===== config.mk =====
export PLATFORM = sky130hd
export DESIGN_NAME = gfp_top
export DESIGN_NICKNAME = d
export VERILOG_FILES = /design/src/core/gfp_pkg.sv /design/src/core/gfp_top.sv /design/src/core/gfp_pin_ctrl.sv
export SDC_FILE = /design/constraint.sdc
export NUM_CORES = 1
export LEC_CHECK = 0
export BUFFER_PORTS_ARGS = -buffer_cell sky130_fd_sc_hd__buf_2
export CELL_PAD_IN_SITES_DETAIL_PLACEMENT = 1
export CELL_PAD_IN_SITES_GLOBAL_PLACEMENT = 1
export CORE_MARGIN = 1
export CORE_UTILIZATION = 35
export DETAILED_ROUTE_END_ITERATION = 12
export PLACE_DENSITY_LB_ADDON = 0.2
export SKIP_CTS_REPAIR_TIMING = 1
export SYNTH_ARGS = -nofsm -noshare
export SYNTH_HDL_FRONTEND = slang
export SYNTH_SLANG_ARGS = --single-unit

===== constraint.sdc =====
create_clock -name core_clk -period 2.2 [get_ports core_clk]
set_clock_uncertainty 0.1 [all_clocks]
set_input_delay 0.55 -clock core_clk [delete_from_list [all_inputs] [get_ports core_clk]]
set_output_delay 0.55 -clock core_clk [all_outputs]
set_load 0.02 [all_outputs]

===== src/core/gfp_pkg.sv =====
// shared constants and types for the fault pin propagation block
package gfp_pkg;

  // ==========================================================================
  // command codes
  // ==========================================================================
  localparam logic [7:0] CMD_PIN_RESPONSE = 8'hD5;
  localparam logic [7:0] CMD_PROPAGATE_CFG = 8'hD2;
  localparam logic [7:0] CMD_CHANNEL_CONFIG = 8'hD0;
  localparam logic [7:0] CMD_PIN_STATUS = 8'hD3;

  // ==========================================================================
  // fault pin response values and reset values
  // ==========================================================================
  localparam logic [7:0] RESP_INHIBIT = 8'hC0;
  localparam logic [7:0] RESP_IGNORE = 8'h00;
  localparam logic [7:0] RESP_RESET = 8'hC0;
  localparam logic [15:0] PROP_RESET = 16'h0000;
  localparam logic [7:0] CHCFG_RESET = 8'h00;

  // ==========================================================================
  // propagation word field positions
  // ==========================================================================
  localparam int PROP_VOUT_OV_BIT = 0;
  localparam int PROP_VOUT_UV_BIT = 1;
  localparam int PROP_IOUT_OC_BIT = 2;
  localparam int PROP_VIN_OV_BIT = 4;
  localparam int PROP_OT_BIT = 7;
  localparam int PROP_UT_BIT = 8;
  localparam int PROP_PGOOD0_BIT = 9;
  // only implemented bits take writes; reserved and upper bits read zero
  localparam logic [15:0] PROP_WRITE_MASK = 16'h0397;

  // ==========================================================================
  // channel config and status read layout
  // ==========================================================================
  localparam int CHCFG_ALERT_DIS_BIT = 1;
  localparam int STAT_NOTA_BIT = 0;
  localparam int STAT_MFR_BIT = 1;
  localparam int STAT_PIN_LOW_BIT = 2;
  localparam int STAT_ALERT_BIT = 3;
  localparam int STAT_INHIBIT_BIT = 4;
  localparam int STAT_DRIVE_BIT = 5;

  // ==========================================================================
  // per-pin power stage mode
  // ==========================================================================
  typedef enum logic {
    PIN_RUN,
    PIN_INHIBITED
  } gfp_pin_state_t;

endpackage : gfp_pkg


===== src/core/gfp_top.sv =====
// fault pin propagation block: command registers, condition mapping and pin control
`timescale 1ns/1ps
`default_nettype none

// Function
// - two-byte propagation word, read and written by command, bit per condition.
// - pgood0 bit set pulls the pin low while channel 0 power not good.
// - pgood propagation needs ignore response, else the output latches off.
// - a zero propagation bit leaves the fault pin untouched.
// - undertemperature bit maps page faults to their own pins.
// - overtemperature bit maps page faults to their own pins.
// - input overvoltage bit pulls the pin low on input overvoltage.
// - overcurrent bit maps page faults to their own pins.
// - output undervoltage bit maps page faults to their own pins.
// - output overvoltage bit maps page faults to their own pins.
// - paged one-byte response setting at 0xD5, reset value 0xC0.
// - response 0xC0 three-states the output on an external pull-low.
// - response 0x00 keeps regulating while the pin is held low.
// - external pull-low sets byte, word and manufacturer status bits.
// - external pull-low raises alert unless channel config bit 1 set.
module gfp_top #(
  parameter int NUM_PINS = 2,
  parameter logic [15:0] PROP_RESET_VAL = gfp_pkg::PROP_RESET
) (
  input wire logic core_clk,
  input wire logic rst_n,
  // command port
  input wire logic cmd_wr,
  input wire logic cmd_rd,
  input wire logic [7:0] cmd_code,
  input wire logic [((NUM_PINS > 1) ? $clog2(NUM_PINS) : 1)-1:0] cmd_page,
  input wire logic [15:0] cmd_wdata,
  output logic [15:0] cmd_rdata,
  output logic cmd_rvalid,
  output logic cmd_wack,
  output logic cmd_err,
  // fault conditions, one per page unless common
  input wire logic [NUM_PINS-1:0] chan_pgood,
  input wire logic [NUM_PINS-1:0] fault_undertemp,
  input wire logic [NUM_PINS-1:0] fault_overtemp,
  input wire logic fault_vin_overvolt,
  input wire logic [NUM_PINS-1:0] fault_overcurrent,
  input wire logic [NUM_PINS-1:0] fault_out_undervolt,
  input wire logic [NUM_PINS-1:0] fault_out_overvolt,
  // control from the rest of the controller
  input wire logic [NUM_PINS-1:0] chan_restart,
  input wire logic clear_faults,
  // shared open-drain fault pins
  input wire logic [NUM_PINS-1:0] fault_pin_in,
  output logic [NUM_PINS-1:0] fault_pin_out,
  output logic [NUM_PINS-1:0] fault_pin_oe,
  // power stage and status
  output logic [NUM_PINS-1:0] power_out_inhibit,
  output logic [NUM_PINS-1:0] status_byte_nota,
  output logic [NUM_PINS-1:0] status_word_mfr,
  output logic [NUM_PINS-1:0] fault_pin_low_status,
  // open-drain alert line
  output logic alert_out,
  output logic alert_oe
);

  // ==========================================================================
  // sizes
  // ==========================================================================
  localparam int PAGE_W = (NUM_PINS > 1) ? $clog2(NUM_PINS) : 1;

  // ==========================================================================
  // state
  // ==========================================================================
  typedef struct packed {
    logic [NUM_PINS-1:0][15:0] prop_cfg;
    logic [NUM_PINS-1:0][7:0] response;
    logic [NUM_PINS-1:0][7:0] chan_cfg;
    logic [15:0] rdata;
    logic rvalid;
    logic wack;
    logic err;
    logic alert_oe;
    logic alert_lvl;
    logic [NUM_PINS-1:0] pin_out;
  } gfp_top_regs_t;

  // response resets to inhibit on every page
  localparam gfp_top_regs_t RESET_STATE = '{
    prop_cfg: {NUM_PINS{PROP_RESET_VAL & gfp_pkg::PROP_WRITE_MASK}},
    response: {NUM_PINS{gfp_pkg::RESP_RESET}},
    chan_cfg: {NUM_PINS{gfp_pkg::CHCFG_RESET}},
    rdata: 16'h0000,
    rvalid: 1'b0,
    wack: 1'b0,
    err: 1'b0,
    alert_oe: 1'b0,
    alert_lvl: 1'b0,
    pin_out: '0
  };

  gfp_top_regs_t state_q;
  gfp_top_regs_t state_d;

  // per-pin signals
  logic [NUM_PINS-1:0] pull_req;
  logic [NUM_PINS-1:0] pin_oe_w;
  logic [NUM_PINS-1:0] inhibit_w;
  logic [NUM_PINS-1:0] nota_w;
  logic [NUM_PINS-1:0] mfr_w;
  logic [NUM_PINS-1:0] pin_low_w;
  logic [NUM_PINS-1:0] alert_w;
  logic page_ok;
  logic code_ok;

  // ==========================================================================
  // decoding helpers
  // ==========================================================================

  // commands this block answers; anything else is refused
  function automatic logic gfp_cmd_known(input logic [7:0] code);
    return (code == gfp_pkg::CMD_PIN_RESPONSE) ||
           (code == gfp_pkg::CMD_PROPAGATE_CFG) ||
           (code == gfp_pkg::CMD_CHANNEL_CONFIG) ||
           (code == gfp_pkg::CMD_PIN_STATUS);
  endfunction : gfp_cmd_known

  // one pin's pull request from its page's propagation word
  function automatic logic gfp_pull_needed(
    input logic [15:0] cfg,
    input logic pgood0,
    input logic ut,
    input logic ot,
    input logic vin_ov,
    input logic oc,
    input logic uv,
    input logic ov
  );
    logic any;
    any = 1'b0;
    any = any | (cfg[gfp_pkg::PROP_PGOOD0_BIT] & ~pgood0);
    any = any | (cfg[gfp_pkg::PROP_UT_BIT] & ut);
    any = any | (cfg[gfp_pkg::PROP_OT_BIT] & ot);
    any = any | (cfg[gfp_pkg::PROP_VIN_OV_BIT] & vin_ov);
    any = any | (cfg[gfp_pkg::PROP_IOUT_OC_BIT] & oc);
    any = any | (cfg[gfp_pkg::PROP_VOUT_UV_BIT] & uv);
    any = any | (cfg[gfp_pkg::PROP_VOUT_OV_BIT] & ov);
    return any;
  endfunction : gfp_pull_needed

  // ==========================================================================
  // command acceptance
  // ==========================================================================

  // pages beyond the pin count are refused rather than aliased
  assign page_ok = (32'(cmd_page) < NUM_PINS);
  assign code_ok = gfp_cmd_known(cmd_code);

  // ==========================================================================
  // register file and read path
  // ==========================================================================

  // a write wins over a read presented in the same cycle
  always_comb begin
    state_d = state_q;
    state_d.rvalid = 1'b0;
    state_d.wack = 1'b0;
    state_d.err = 1'b0;
    state_d.pin_out = '0;
    // the alert line is open-drain too, so its data level stays low
    state_d.alert_lvl = 1'b0;
    if (cmd_wr) begin
      // status is read-only, so a write to it is refused too
      if (!code_ok || !page_ok || cmd_code == gfp_pkg::CMD_PIN_STATUS) begin
        state_d.err = 1'b1;
      end else begin
        state_d.wack = 1'b1;
        unique case (cmd_code)
          gfp_pkg::CMD_PROPAGATE_CFG: begin
            state_d.prop_cfg[cmd_page] = cmd_wdata & gfp_pkg::PROP_WRITE_MASK;
          end
          gfp_pkg::CMD_PIN_RESPONSE: begin
            state_d.response[cmd_page] = cmd_wdata[7:0];
          end
          default: begin
            state_d.chan_cfg[cmd_page] = cmd_wdata[7:0];
          end
        endcase
      end
    end else if (cmd_rd) begin
      if (!code_ok || !page_ok) begin
        state_d.err = 1'b1;
      end else begin
        state_d.rvalid = 1'b1;
        unique case (cmd_code)
          gfp_pkg::CMD_PROPAGATE_CFG: begin
            state_d.rdata = state_q.prop_cfg[cmd_page];
          end
          gfp_pkg::CMD_PIN_RESPONSE: begin
            state_d.rdata = {8'h00, state_q.response[cmd_page]};
          end
          gfp_pkg::CMD_CHANNEL_CONFIG: begin
            state_d.rdata = {8'h00, state_q.chan_cfg[cmd_page]};
          end
          default: begin
            // live view of the pin's own state
            state_d.rdata = 16'h0000;
            state_d.rdata[gfp_pkg::STAT_NOTA_BIT] = nota_w[cmd_page];
            state_d.rdata[gfp_pkg::STAT_MFR_BIT] = mfr_w[cmd_page];
            state_d.rdata[gfp_pkg::STAT_PIN_LOW_BIT] = pin_low_w[cmd_page];
            state_d.rdata[gfp_pkg::STAT_ALERT_BIT] = alert_w[cmd_page];
            state_d.rdata[gfp_pkg::STAT_INHIBIT_BIT] = inhibit_w[cmd_page];
            state_d.rdata[gfp_pkg::STAT_DRIVE_BIT] = pin_oe_w[cmd_page];
          end
        endcase
      end
    end
    // one shared alert line for all pins
    state_d.alert_oe = |alert_w;
  end

  // single register stage for all top-level state
  always_ff @(posedge core_clk or negedge rst_n) begin
    if (!rst_n) begin
      state_q <= RESET_STATE;
    end else begin
      state_q <= state_d;
    end
  end

  // ==========================================================================
  // per-pin logic
  // ==========================================================================

  // channel 0 power good feeds every page, as the word defines it
  for (genvar p = 0; p < NUM_PINS; p++) begin : g_pin
    // OR of enabled conditions for this page
    assign pull_req[p] = gfp_pull_needed(
      state_q.prop_cfg[p],
      chan_pgood[0],
      fault_undertemp[p],
      fault_overtemp[p],
      fault_vin_overvolt,
      fault_overcurrent[p],
      fault_out_undervolt[p],
      fault_out_overvolt[p]
    );

    gfp_pin_ctrl u_pin (
      .core_clk(core_clk),
      .rst_n(rst_n),
      .pull_req(pull_req[p]),
      .pin_in(fault_pin_in[p]),
      .response(state_q.response[p]),
      .alert_disable(state_q.chan_cfg[p][gfp_pkg::CHCFG_ALERT_DIS_BIT]),
      .restart(chan_restart[p]),
      .clear_faults(clear_faults),
      .pin_oe(pin_oe_w[p]),
      .out_inhibit(inhibit_w[p]),
      .stat_nota(nota_w[p]),
      .stat_mfr(mfr_w[p]),
      .stat_pin_low(pin_low_w[p]),
      .alert_req(alert_w[p])
    );
  end

  // ==========================================================================
  // outputs
  // ==========================================================================

  // command answers
  assign cmd_rdata = state_q.rdata;
  assign cmd_rvalid = state_q.rvalid;
  assign cmd_wack = state_q.wack;
  assign cmd_err = state_q.err;

  // open-drain pins only ever drive low; the enable carries the fault
  assign fault_pin_out = state_q.pin_out;
  assign fault_pin_oe = pin_oe_w;

  // pin-side state, each from a flop inside the pin controller
  assign power_out_inhibit = inhibit_w;
  assign status_byte_nota = nota_w;
  assign status_word_mfr = mfr_w;
  assign fault_pin_low_status = pin_low_w;

  // alert trails the pin flags by one cycle, a harmless lag for software
  assign alert_out = state_q.alert_lvl;
  assign alert_oe = state_q.alert_oe;

endmodule : gfp_top

`default_nettype wire


===== src/core/gfp_pin_ctrl.sv =====
// one fault pin: open-drain drive, inhibit response, sticky status and alert request
`timescale 1ns/1ps
`default_nettype none

module gfp_pin_ctrl (
  input wire logic core_clk,
  input wire logic rst_n,
  input wire logic pull_req,
  input wire logic pin_in,
  input wire logic [7:0] response,
  input wire logic alert_disable,
  input wire logic restart,
  input wire logic clear_faults,
  output logic pin_oe,
  output logic out_inhibit,
  output logic stat_nota,
  output logic stat_mfr,
  output logic stat_pin_low,
  output logic alert_req
);

  // ==========================================================================
  // state
  // ==========================================================================
  typedef struct packed {
    logic drive;
    gfp_pkg::gfp_pin_state_t mode;
    logic nota;
    logic mfr;
    logic pin_low;
    logic alert;
  } gfp_pin_regs_t;

  gfp_pin_regs_t state_q;
  gfp_pin_regs_t state_d;
  logic ext_low;
  logic resp_inhibit;

  // a low pin only counts as external while we are not pulling it ourselves
  assign ext_low = ~pin_in & ~state_q.drive;
  assign resp_inhibit = (response == gfp_pkg::RESP_INHIBIT);

  // ==========================================================================
  // next state
  // ==========================================================================
  always_comb begin
    state_d = state_q;
    // pull low while any enabled condition
    state_d.drive = pull_req;
    unique case (state_q.mode)
      gfp_pkg::PIN_RUN: begin
        // own pull also inhibits, hence latch-off
        if (!pin_in && resp_inhibit) begin
          state_d.mode = gfp_pkg::PIN_INHIBITED;
        end
      end
      gfp_pkg::PIN_INHIBITED: begin
        if (restart && pin_in) begin
          state_d.mode = gfp_pkg::PIN_RUN;
        end
      end
    endcase
    // sticky flags: a set in the clearing cycle wins
    if (clear_faults) begin
      state_d.nota = 1'b0;
      state_d.mfr = 1'b0;
      state_d.pin_low = 1'b0;
      state_d.alert = 1'b0;
    end
    if (ext_low) begin
      state_d.nota = 1'b1;
      state_d.mfr = 1'b1;
      state_d.pin_low = 1'b1;
    end
    if (ext_low && !alert_disable) begin
      state_d.alert = 1'b1;
    end
  end

  // ==========================================================================
  // registers
  // ==========================================================================
  always_ff @(posedge core_clk or negedge rst_n) begin
    if (!rst_n) begin
      state_q <= '0;
    end else begin
      state_q <= state_d;
    end
  end

  // outputs come straight from the state flops
  assign pin_oe = state_q.drive;
  assign out_inhibit = (state_q.mode == gfp_pkg::PIN_INHIBITED);
  assign stat_nota = state_q.nota;
  assign stat_mfr = state_q.mfr;
  assign stat_pin_low = state_q.pin_low;
  assign alert_req = state_q.alert;

endmodule : gfp_pin_ctrl

`default_nettype wire


==> results.yml <==
run_status:
  status: "finished, final reports clean"
pwr:
  p_total_uw: 2760
  powerDensity_nw_per_um2: 667
  ir_drop_mv: 0.276
  p_leak_uw: 0.00204
floorplan:
  die_y_um: 101
  std_cell_rows: 35
  initial_utilization_pct: 36.8
  core_region_area_sq_um: 9370
  fp.dieW_um: 101
  dieArea_sq_um: 10200
  ios: 80
logic_synthesis:
  synthCells: 276
  yosysTopAreaCell: "dfrtp_1"
  synth-seq-cells: 68
  synth_edf_count: 0
  avgSynthCellArea_sq_um: 12.5
  yosysUniqueCellTypes: 52
  synth_ff_type: "dfrtp_1"
  syn-cell-area_sq_um: 3450
  synthTopCellsByArea: "dfrtp_1 (46%), mux2_2 (16%), buf_4 (6.5%), mux2i_1 (4.4%), dfstp_2 (3.0%)"
  yosysWarningCount: 0
  yosysTopAreaCellShare_pct: 46.5
  ys_seq_area_share_pct: 49.5
  synth_async_sr_flop_share_pct: 100
worst_setup_path:
  r2r_cells: 4
  path_max_fanout: 12
  reg2reg_slack_ps: 560
  critPathCaptureType: "flip-flop"
  arrival_ps: 1980
  reg2reg_from: "g_pin[0].u_pin.stat_pin_low$_DFFE_PN0P_"
  start_kind: "primary input"
  cp_data_required_time_ps: 2320
  reg2reg_to: "cmd_rdata[2]$_DFFE_PN0P_"
  critical_path_class: "primary input to flip-flop"
cts:
  clk_path_buf_depth: 2
  clk_pin_slew_ps: 70
  cts_made_buffers: 9
  cts_tree: "built"
  numClockSinks: 68
  worstSkewPairLatency_ps: 340
  cts_root_buffer: "clkbuf_8"
  cts_max_level: 3
job:
  maxCapViolations: 0
placed_design:
  post-place-ws_ps: -11.8
  dpl.hpwl_um: 6980
  io_buffers: 63
  gp_congestion: 0.764
hold_path:
  min_path_cells: 2
  hold_path.class: "primary input to flip-flop"
  holdPathEnd: "g_pin[0].u_pin.out_inhibit$_DFF_PN0_"
  min_from: "chan_restart[0]"
grt:
  grt_max_degree: 43
  grt_pass1_vias: 2552
  antenna_found_initial: 0
  grt_pass1_wl_um: 14600
  globalRouteTotalUtil_pct: 19.5
  grt_overflow_total: 0
detailed_routing:
  drt_first_pass_iters: 7
  routed_via_density: 5.16
  drc_errors: 0
  dr_total_vias: 2485
  wirelength_um: 9150
  wire_per_inst_um: 19.0
  ant_nets: 0
  drt_iter0_drc: 90
cells_and_area:
  n_antenna_cell: 0
  drive_above_1_share_pct: 48.2
  num-nets-final: 395
  fin_util_pct: 44.2
  area_growth_pct: 20.1
timing:
  holdWs_ps: 298
  min_period_over_period_pct: 84.4
  setup_ws_ps: 343
  slew_viol_final: 0
  fin_crit_ps: 1860
  hold_viol: 0
  fmax_mhz: 539
  slew-limit-headroom_pct: 58.9
  rsz0062_at_grt: "no"
  worst_slew_pin_slew_ps: 612
  setup_violations: 0
-- critical path, stage by stage --
cell,delay (ps)
buf_2,100
nand4b_4,150
or2_1,250
buf_12,160
nor3_4,220
buf_4,200
mux2_2,340
-- power breakdown --
part	internal, uW	total, uW	switching, uW
Combinational	140	357	216
Clock	552	1050	497
Sequential	1310	1360	48.5
Total	2000	2760	762
-- logic make-up after synthesis --
logic type / count (synthesis) / synth area share, %
AOI/OAI and AO/OA: 53 / 11.5
xor gates and xnor gates: 1 / 0.254
buffers and inverters: 49 / 9.33
DFF: 68 / 49.5
muxes: 63 / 20.0
other: 1 / 0.109
and+or+nand+nor: 41 / 9.22
-- cell type report --
cell class	instances	area, sq um
Clock inverter	6	63.8
Fill cell	1042	5230
Tap cell	129	161
Clock buffer	10	138
Timing Repair Buffer	92	586
Multi-Input combinational cell	167	1450
Inverter	10	37.5
Sequential cell	68	1710
-- cells in the mapped netlist (all sizes together) (3+ instances only) --
library cell,n
a21oi,3
a22oi,8
buf,35
clkbuf,4
dfrtp,64
dfstp,4
inv,10
mux2,48
mux2i,15
nand2,4
nand2b,4
nor2,6
nor3,8
nor4b,4
o21ai,8
o22ai,6
o32a,5
-- registers in the layout, summed over array words and instances (netlist names) --
name	count
cmd_wack	1
cmd_rvalid	1
g_pin.u_pin.pin_oe	2
g_pin.u_pin.stat_pin_low	2
state_q	46
g_pin.u_pin.out_inhibit	2
alert_oe	1
cmd_err	1
g_pin.u_pin.alert_req	2
cmd_rdata	10
-- worst max-delay path by stage --
| stage | start | endpoint | slack, ps |
|---|---|---|---|
| floorplan | cmd_code[0] | state_q[23]$_DFFE_PN0P_ | 120 |
| global route | cmd_code[2] | state_q[63]$_DFFE_PN0P_ | 300 |
| global placement | cmd_code[3] | cmd_rdata[5]$_DFFE_PN0P_ | -10 |
| finish | cmd_code[3] | state_q[30]$_DFFE_PN0P_ | 340 |
| CTS | cmd_code[3] | state_q[30]$_DFFE_PN0P_ | 350 |
| detailed placement | cmd_code[3] | state_q[30]$_DFFE_PN0P_ | -10 |
-- placed cells by master, fill, tap and decap left out, drive strengths merged, types with 8 or more instances in the layout --
cell type,instances
inv,10
clkbuf,10
dfrtp,64
o21ai,8
buf,91
mux2i,15
nor3,8
mux2,48
conb,9
a22oi,8
-- through the flow --
step                      setup TNS [ps]  std cells  cell area [sq um]
after floorplan                        0        284               3480
after global placement             -18.7        465               3930
after detailed placement           -47.8        465               3930
after CTS                              0        481               4130
after global routing                   0        482               4140
final                                  0        482               4140
-- per-layer routing --
layer	GRT usage [%]	wire, um	share of wire (%)	up-vias
li1	-	-	-	1134
met1	27.0	4350	48	1278
met2	30.7	4340	47	63
met3	4.83	352	3.8	10
met4	5.02	108	1.2	0
met5	0	0	0	-
No activity file was read; power rests on OpenSTA's default activity.
